--- config.mk ---
export PLATFORM = sky130hd
export DESIGN_NAME = dfd_top
export DESIGN_NICKNAME = d
export VERILOG_FILES = /design/src/verilog/dfd_pkg.sv /design/src/verilog/dfd_top.sv
export VERILOG_INCLUDE_DIRS = /design/src /design/src/verilog
export SDC_FILE = /design/constraint.sdc
export NUM_CORES = 1
export LEC_CHECK = 0
export ABC_AREA = 1
export ABC_CLOCK_PERIOD_IN_PS = 17600
export BUFFER_PORTS_ARGS = -buffer_cell sky130_fd_sc_hd__buf_2
export CAP_MARGIN = 20
export CORE_UTILIZATION = 60
export DETAILED_ROUTE_END_ITERATION = 7
export PLACE_DENSITY = 0.88
export SYNTH_ARGS = -nofsm -noshare
export SYNTH_HDL_FRONTEND = slang
export SYNTH_SLANG_ARGS = --single-unit
--- constraint.sdc ---
create_clock -name clock -period 17.6 [get_ports clock]
set_clock_uncertainty 0.05 [all_clocks]
set_input_delay 2.64 -clock clock [delete_from_list [all_inputs] [get_ports clock]]
set_output_delay 2.64 -clock clock [all_outputs]
set_load 0.01 [all_outputs]
--- src/verilog/dfd_consts.svh ---
// constants for the directional fault decision block
// Operation
// - rotate phase reference by phase rotation setting
// - phase reference is other two phases' voltage
// - forward within plus/minus 86 degrees
// - reverse in mirrored sector opposite reference
// - undefined between forward and reverse sectors
// - leave at 86, enter at 84 degrees
// - ground reference is displacement or 3V0 voltage
// - ground uses its own rotation setting
// - ground forward uses inverted 3I0 or IN
// - negative-sequence mode references rotated 3V2
// - negative-sequence forward uses inverted 3I2
// - forward fault blocks busbar neighbours' stages
// - forward message after threshold and direction
// - reverse fault blocks opposite end stages
// - one separate path per transfer direction
// - broken closed loop signalled after delay
// - time-graded stage works independently as backup
// - weak polarizing voltage leaves ground undefined
`ifndef DFD_CONSTS_SVH
`define DFD_CONSTS_SVH
`define DFD_ANG_W 10
`define DFD_FWD_LEAVE 10'h056
`define DFD_FWD_ENTER 10'h054
`define DFD_REV_LEAVE 10'h05e
`define DFD_REV_ENTER 10'h060
`define DFD_HALF_TURN 12'h0b4
`define DFD_FULL_TURN 12'h168
`define DFD_ANG_MAX 12'h0b3
`define DFD_CLK_PERIOD_NS 10
`define DFD_LOOP_FAIL_MS 1000
`define DFD_LOOP_FAIL_CYCLES (`DFD_LOOP_FAIL_MS * 1000000 / `DFD_CLK_PERIOD_NS)
`endif

--- src/verilog/dfd_pkg.sv ---
// types for the directional fault decision block
`default_nettype none
package dfd_pkg;
   // codes: undefined -> forward flips one bit, undefined -> reverse flips two
   typedef enum logic [1:0] {
      DFD_UNDEF = 2'h0,
      DFD_FWD = 2'h1,
      DFD_REV = 2'h3
   } dfd_dir_t;
   typedef enum logic {
      DFD_ZERO_SEQ = 1'h0,
      DFD_NEG_SEQ = 1'h1
   } dfd_gnd_mode_t;
endpackage
`default_nettype wire

--- src/verilog/dfd_top.sv ---
// directional decision, hysteresis and pilot-wire interlock
`timescale 1ns/1ns
`default_nettype none
`include "dfd_consts.svh"
module dfd_top
   import dfd_pkg::*;
#(
   parameter int LOOP_FAIL_CYCLES = `DFD_LOOP_FAIL_CYCLES
) (
   // clock and reset
   input wire logic clock,
   input wire logic nrst,
   // current angles, degrees -180..179
   input wire logic signed [9:0] iaAngle,
   input wire logic signed [9:0] ibAngle,
   input wire logic signed [9:0] icAngle,
   input wire logic signed [9:0] inAngle,
   input wire logic signed [9:0] i0Angle,
   input wire logic signed [9:0] i2Angle,
   // voltage angles, degrees -180..179
   input wire logic signed [9:0] vbcAngle,
   input wire logic signed [9:0] vcaAngle,
   input wire logic signed [9:0] vabAngle,
   input wire logic signed [9:0] vnAngle,
   input wire logic signed [9:0] v0Angle,
   input wire logic signed [9:0] v2Angle,
   // settings
   input wire logic signed [9:0] phaseRot,
   input wire logic signed [9:0] gndRot,
   input wire dfd_gnd_mode_t gndMode,
   input wire logic vnConnected,
   input wire logic inMeasured,
   input wire logic closedCircuit,
   input wire logic selInverseStage,
   input wire dfd_dir_t backupDirSet,
   // pickups and magnitude checks
   input wire logic [2:0] phasePickup,
   input wire logic gndPickup,
   input wire logic gndPolOk,
   input wire logic lowStageOver,
   // pilot-wire receive pins
   input wire logic fwdLineIn,
   input wire logic revLineIn,
   // element directions
   output logic [1:0] dirA,
   output logic [1:0] dirB,
   output logic [1:0] dirC,
   output logic [1:0] dirGnd,
   output logic gndTripPermit,
   // direction messages
   output logic fwdMsg,
   output logic revMsg,
   // pilot-wire transmit pins
   output logic fwdLineOut,
   output logic revLineOut,
   // blocking of local non-directional stages
   output logic blockNondirLowStage,
   output logic blockNondirectionalInverseStage,
   // loop supervision
   output logic fwdLoopBroken,
   output logic revLoopBroken,
   // time-graded stage
   output logic backupDirMatch
);

   // wrap any sum in -900..899 into -180..179
   function automatic logic signed [9:0] wrap_angle(input logic signed [11:0] x);
      logic signed [11:0] t;
      t = x;
      if (t > $signed(`DFD_ANG_MAX)) begin
         t = t - $signed(`DFD_FULL_TURN);
      end
      if (t > $signed(`DFD_ANG_MAX)) begin
         t = t - $signed(`DFD_FULL_TURN);
      end
      if (t < -$signed(`DFD_HALF_TURN)) begin
         t = t + $signed(`DFD_FULL_TURN);
      end
      if (t < -$signed(`DFD_HALF_TURN)) begin
         t = t + $signed(`DFD_FULL_TURN);
      end
      return t[9:0];
   endfunction

   // current minus rotated reference, wrapped
   function automatic logic signed [9:0] angle_diff(
      input logic signed [9:0] cur,
      input logic signed [9:0] ref_ang,
      input logic signed [9:0] rot
   );
      logic signed [11:0] s;
      s = 12'(cur) - 12'(ref_ang) - 12'(rot);
      return wrap_angle(s);
   endfunction

   function automatic logic [9:0] abs_angle(input logic signed [9:0] a);
      logic [9:0] m;
      m = a[9] ? 10'(-a) : 10'(a);
      return m;
   endfunction

   // sector decision with hysteresis on entry
   function automatic dfd_dir_t next_dir(
      input dfd_dir_t cur,
      input logic signed [9:0] d,
      input logic valid
   );
      logic [9:0] m;
      dfd_dir_t n;
      m = abs_angle(d);
      n = DFD_UNDEF;
      case (cur)
         DFD_FWD: begin
            if (m <= `DFD_FWD_LEAVE) begin
               n = DFD_FWD;
            end
         end
         DFD_REV: begin
            if (m >= `DFD_REV_LEAVE) begin
               n = DFD_REV;
            end
         end
         DFD_UNDEF: begin
            if (m <= `DFD_FWD_ENTER) begin
               n = DFD_FWD;
            end else if (m >= `DFD_REV_ENTER) begin
               n = DFD_REV;
            end
         end
         default: begin
            n = DFD_UNDEF;
         end
      endcase
      // no pickup or weak polarization: nothing to decide
      if (!valid) begin
         n = DFD_UNDEF;
      end
      return n;
   endfunction

   // ground source selection
   wire logic signed [9:0] gndRefZero;
   wire logic signed [9:0] gndCurZero;
   wire logic signed [9:0] gndCurNeg;
   wire logic signed [9:0] gndRefSel;
   wire logic signed [9:0] gndCurSel;
   wire logic gndValid;
   assign gndRefZero = vnConnected ? vnAngle : v0Angle;
   // inverting a phasor is a half turn
   assign gndCurZero = inMeasured ? inAngle
      : wrap_angle(12'(i0Angle) + $signed(`DFD_HALF_TURN));
   assign gndCurNeg = wrap_angle(12'(i2Angle) + $signed(`DFD_HALF_TURN));
   assign gndRefSel = (gndMode == DFD_NEG_SEQ) ? v2Angle : gndRefZero;
   assign gndCurSel = (gndMode == DFD_NEG_SEQ) ? gndCurNeg : gndCurZero;
   assign gndValid = gndPickup && gndPolOk;

   // differences, one per element
   wire logic signed [9:0] diffA;
   wire logic signed [9:0] diffB;
   wire logic signed [9:0] diffC;
   wire logic signed [9:0] diffGnd;
   assign diffA = angle_diff(iaAngle, vbcAngle, phaseRot);
   assign diffB = angle_diff(ibAngle, vcaAngle, phaseRot);
   assign diffC = angle_diff(icAngle, vabAngle, phaseRot);
   assign diffGnd = angle_diff(gndCurSel, gndRefSel, gndRot);

   // one pipeline stage keeps the long wrap chain off the state path
   logic signed [9:0] diffAq;
   logic signed [9:0] diffBq;
   logic signed [9:0] diffCq;
   logic signed [9:0] diffGq;
   logic [3:0] validQ;
   always_ff @(posedge clock) begin
      if (!nrst) begin
         diffAq <= 10'h000;
         diffBq <= 10'h000;
         diffCq <= 10'h000;
         diffGq <= 10'h000;
         validQ <= 4'h0;
      end else begin
         diffAq <= diffA;
         diffBq <= diffB;
         diffCq <= diffC;
         diffGq <= diffGnd;
         validQ <= {gndValid, phasePickup};
      end
   end

   // direction state per element
   dfd_dir_t stA;
   dfd_dir_t stB;
   dfd_dir_t stC;
   dfd_dir_t stG;
   wire dfd_dir_t next_stA;
   wire dfd_dir_t next_stB;
   wire dfd_dir_t next_stC;
   wire dfd_dir_t next_stG;
   assign next_stA = next_dir(stA, diffAq, validQ[0]);
   assign next_stB = next_dir(stB, diffBq, validQ[1]);
   assign next_stC = next_dir(stC, diffCq, validQ[2]);
   assign next_stG = next_dir(stG, diffGq, validQ[3]);
   always_ff @(posedge clock) begin
      if (!nrst) begin
         stA <= DFD_UNDEF;
         stB <= DFD_UNDEF;
         stC <= DFD_UNDEF;
         stG <= DFD_UNDEF;
      end else begin
         stA <= next_stA;
         stB <= next_stB;
         stC <= next_stC;
         stG <= next_stG;
      end
   end

   // any element seeing a direction
   wire logic anyFwd;
   wire logic anyRev;
   wire logic next_fwdMsg;
   wire logic next_revMsg;
   wire logic next_backup;
   assign anyFwd = (stA == DFD_FWD) || (stB == DFD_FWD) || (stC == DFD_FWD) || (stG == DFD_FWD);
   assign anyRev = (stA == DFD_REV) || (stB == DFD_REV) || (stC == DFD_REV) || (stG == DFD_REV);
   assign next_fwdMsg = lowStageOver && anyFwd;
   assign next_revMsg = lowStageOver && anyRev;
   // backup ignores the interlock entirely
   assign next_backup = (backupDirSet != DFD_UNDEF) && ((stA == backupDirSet)
      || (stB == backupDirSet) || (stC == backupDirSet) || (stG == backupDirSet));

   // receive paths: three flops, accept when the last two agree
   logic [2:0] fwdSync;
   logic [2:0] revSync;
   logic fwdLevel;
   logic revLevel;
   always_ff @(posedge clock) begin
      if (!nrst) begin
         fwdSync <= 3'h0;
         revSync <= 3'h0;
      end else begin
         fwdSync <= {fwdSync[1:0], fwdLineIn};
         revSync <= {revSync[1:0], revLineIn};
      end
   end
   always_ff @(posedge clock) begin
      if (!nrst) begin
         fwdLevel <= 1'h0;
         revLevel <= 1'h0;
      end else begin
         if (fwdSync[1] == fwdSync[2]) begin
            fwdLevel <= fwdSync[2];
         end
         if (revSync[1] == revSync[2]) begin
            revLevel <= revSync[2];
         end
      end
   end

   // closed circuit: idle line carries current, a message opens it
   wire logic fwdRx;
   wire logic revRx;
   wire logic rxBlock;
   assign fwdRx = closedCircuit ? !fwdLevel : fwdLevel;
   assign revRx = closedCircuit ? !revLevel : revLevel;
   assign rxBlock = fwdRx || revRx;

   // loop supervision: a line held open too long is a broken loop
   logic [31:0] fwdOpenCnt;
   logic [31:0] revOpenCnt;
   wire logic fwdOpenDone;
   wire logic revOpenDone;
   assign fwdOpenDone = fwdOpenCnt >= 32'(LOOP_FAIL_CYCLES);
   assign revOpenDone = revOpenCnt >= 32'(LOOP_FAIL_CYCLES);
   always_ff @(posedge clock) begin
      if (!nrst) begin
         fwdOpenCnt <= 32'h0000_0000;
      end else if (!closedCircuit || fwdLevel) begin
         fwdOpenCnt <= 32'h0000_0000;
      end else if (!fwdOpenDone) begin
         fwdOpenCnt <= fwdOpenCnt + 32'h0000_0001;
      end
   end
   always_ff @(posedge clock) begin
      if (!nrst) begin
         revOpenCnt <= 32'h0000_0000;
      end else if (!closedCircuit || revLevel) begin
         revOpenCnt <= 32'h0000_0000;
      end else if (!revOpenDone) begin
         revOpenCnt <= revOpenCnt + 32'h0000_0001;
      end
   end

   // registered outputs
   always_ff @(posedge clock) begin
      if (!nrst) begin
         dirA <= DFD_UNDEF;
         dirB <= DFD_UNDEF;
         dirC <= DFD_UNDEF;
         dirGnd <= DFD_UNDEF;
         gndTripPermit <= 1'h0;
         fwdMsg <= 1'h0;
         revMsg <= 1'h0;
         backupDirMatch <= 1'h0;
      end else begin
         dirA <= stA;
         dirB <= stB;
         dirC <= stC;
         dirGnd <= stG;
         gndTripPermit <= (stG != DFD_UNDEF);
         fwdMsg <= next_fwdMsg;
         revMsg <= next_revMsg;
         backupDirMatch <= next_backup;
      end
   end

   // each direction owns its own wire pair
   always_ff @(posedge clock) begin
      if (!nrst) begin
         fwdLineOut <= 1'h0;
         revLineOut <= 1'h0;
      end else begin
         fwdLineOut <= closedCircuit ? !next_fwdMsg : next_fwdMsg;
         revLineOut <= closedCircuit ? !next_revMsg : next_revMsg;
      end
   end

   // a broken loop keeps blocking: fail safe, backup still trips
   always_ff @(posedge clock) begin
      if (!nrst) begin
         blockNondirLowStage <= 1'h0;
         blockNondirectionalInverseStage <= 1'h0;
         fwdLoopBroken <= 1'h0;
         revLoopBroken <= 1'h0;
      end else begin
         blockNondirLowStage <= rxBlock && !selInverseStage;
         blockNondirectionalInverseStage <= rxBlock && selInverseStage;
         fwdLoopBroken <= fwdOpenDone;
         revLoopBroken <= revOpenDone;
      end
   end

endmodule
`default_nettype wire

==> summary.txt <==
Synthesis
  – YS warnings: 0
  – Adder-cell share of the synthesized area: 11.62%
  – Share of the synthesized area in the top cell type: 18.91%
  – Syn_area_per_cell: ~6.0 um^2
  – Number of synthesized flops with an enable pin: 0
  – Post-synthesis compound-gate area fraction: 11.42%
  – Async set-reset flop share out of synthesis: 0%
  – Sequential area share after synthesis: ~16%
  – Synthesized flop and latch total: between 100 and 150
  – Top post-synthesis cells by area: nand2_1, dfxtp_1, inv_1
  – Synth area leader: nand2_1
  – Ys flop type: dfxtp_1
  – Synth Instances: roughly 2900
  – Largest family of logic cells by synthesized area: simple AND/OR/NAND/NOR gates
  – Mux contribution to synthesized area: 0%
  – Simple-gate share of the synthesized area: about 42%
  – Synthesized Nets: ~3200
  – Post-Synth XOR/XNOR Area: between 6 and 7%
  – Synth unique cells: 67
  – Mapped Area: ~18000 um^2

Detailed routing
  – DRT Pass-1 Iters: 6
  – Antenna viol nets, final: 0
  – # DRC: 0
  – Vias per cell: around 5.3
  – Routed wire per std cell: 11.80 um
  – Initial drt markers: roughly 1200
  – Vias: between 15000 and 20000
  – Post-Route WL: a little over 40000 um

Outcome
  – Outcome: completed

Critical path
  – R2r worst-path depth: 15
  – Crit-path most repeated cell: nand2_1
  – Crit Path Max Fanout: 15
  – CP Capture Type: flop
  – Required time of the worst setup path: around 18000 ps
  – Max incr delay on CP: between 400 and 500 ps
  – Slowest library cell on the worst path: o21ai_0
  – CP Launch Type: input port
  – WP data arrival: around 12000 ps
  – Crit Path Category: in -> reg

Layout
  – N_diodes: 0
  – Final std cells w/o fill: 3500
  – Area grow syn2layout: 10.11%
  – FILL cells: 2496
  – Layout cells sized above 1: around an eighth
  – Final #Nets: 3399

Run
  – Max-cap violations: 0

Die
  – # rows: 62
  – Initial Utilization: 61.13%
  – Die area: between 20000 and 30000 um^2
  – IO Pins: 175
  – Die X: roughly 170 um
  – Die height: 173.0 um
  – Core area: about 29000 um^2

STA
  – Period utilization: 65.16%
  – RSZ-0062 raised after global routing: no
  – Setup TNS: 0 ps
  – WHS: about 370 ps
  – Tmin final: ~11000 ps
  – Fmax: between 0.08 and 0.09 GHz
  – Endpoints failing setup: 0
  – Worst slew pin tran: slightly below 800 ps
  – Final Hold Vio Count: 0
  – Slew Viols, Final: 0
  – Final worst slack: approximately 6000 ps
  – Rel. slew slack: ~47%

Place
  – HPWL after DPL: 33500 um
  – Dpl cells: between 3000 and 4000
  – Placer Congestion: just under 1
  – Setup slack at placement: 5774 ps
  – PortBufs: 174

Min path
  – Hold Path Class: reg -> reg
  – Worst hold path stage count: 2

Clocking
  – Post-CTS setup buffers: 0
  – Clock buffer depth: 2
  – Clock input transition at the sequential cells of the worst setup and hold paths: about 60 ps
  – Root Driver: clkbuf_16
  – Htree depth: 4
  – Clk_lat worst skew: 420 ps
  – Inserted Clock Buffers: 17
  – Post_cts resized: 0
  – CTS tree: built
  – Clock tree sinks: 142
  – Hold_buf cts: 0

GRT
  – Vias in the first global route: ~18000
  – Overall global routing resource usage: between 20% and 30%
  – First-pass GRT wire length: 72460 um
  – Largest net degree at the start of global routing: 46
  – Overflow after GRT: 0
  – Initial antenna violation count: 0
## stage by stage
step | cell area, um^2 | util (%)
floorplan | 17550 | -
global placement | 18720 | 65.21
detailed placement | 18720 | 65.21
CTS | 19320 | 67.31
global route | 19320 | 67.31
finish | 19320 | 67.31
## final cells by class
cell class	count	area, um^2	area share [%]
clock buffers	18	429.2	2.221
clock inverters	14	173.9	0.9001
flip-flops and latches	142	2843	14.71
multi-input cells	2240	12520	64.80
repair buffers	174	870.8	4.507
well taps	384	480.5	2.487
inverters	528	2004	10.37
## sequential cells by signal, summed over array words and instances (netlist names), 2 cells and up
register    flops
dirGnd          2
stA             2
diffBq         10
revOpenCnt     32
stG             2
diffGq         10
dirC            2
validQ          4
stC             2
dirB            2
diffCq         10
diffAq         10
stB             2
fwdSync         3
revSync         3
dirA            2
fwdOpenCnt     32
## cell usage after synthesis, drive strengths merged, types with 10 or more instances
library cell / count
nand2: 963
nand3b: 26
and2: 10
dfxtp: 142
nor2: 229
xor2: 93
fa: 40
inv: 525
nor3: 60
buf: 14
a21oi: 151
o21ai: 129
ha: 99
nand4: 39
nand3: 286
clkbuf: 14
a31oi: 11
nor4: 13
xnor2: 21
## per-layer routing
layer  global-route usage, %  vias to the layer above  wire (um)
met1                   33.24                     8321      18520
met2                   51.09                      473      20290
met3                   2.792                       84       1596
met5                       0                        -          0
met4                   8.038                        0        875
li1                        -                     9651          -
## critical path: cells and delay by family
kind,cells,cell delay (ps)
and+or+nand+nor,44,4730
AOI/OAI and AO/OA,10,2260
adders and majority gates,5,1370
buffers and inverters,8,730
## layout by cell type (no fill, tap or decap), types with 5 or more instances in the layout
cell	count
ha_1	99
o31ai_1	7
xnor2_1	21
inv_4	5
o211ai_1	7
a21oi_1	149
nor3b_1	6
nor2_1	214
inv_6	5
o21ai_0	96
clkbuf_16	17
o21ai_2	11
dfxtp_1	142
nor2_2	10
a31oi_1	10
inv_2	23
nor4_1	13
xor2_1	85
nand4_1	39
o21a_1	5
nand2_1	884
fa_1	40
o21bai_1	8
nand3b_1	25
a211oi_1	7
nand2_4	21
nor2_4	5
o21ai_1	21
xor2_2	8
nand2_2	58
nand3_1	265
nand3_2	17
and2_1	9
inv_1	497
buf_2	174
nor3_1	56
## kinds of logic (layout without fill, tap and decap cells)
kind of cell / after synthesis / in the layout
xor+xnor: 114 / 114
buf+inv: 556 / 734
flops: 142 / 142
fa+ha+maj: 139 / 139
simple gates: 1640 / 1640
compound gates: 347 / 347
## final timing paths
| check | startpoint | end | slack [ps] |
|---|---|---|---|
| min | revSync[0] | revSync[1] | 370 |
| max | i0Angle[2] | diffGq[7] | 6130 |
| max reg2reg | fwdOpenCnt[28] | fwdOpenCnt[26] | 13960 |
| min reg2reg | revSync[0] | revSync[1] | 370 |
Power is not shown: default switching activity piles up to over one toggle a cycle in this logic, so the estimate is an artifact.
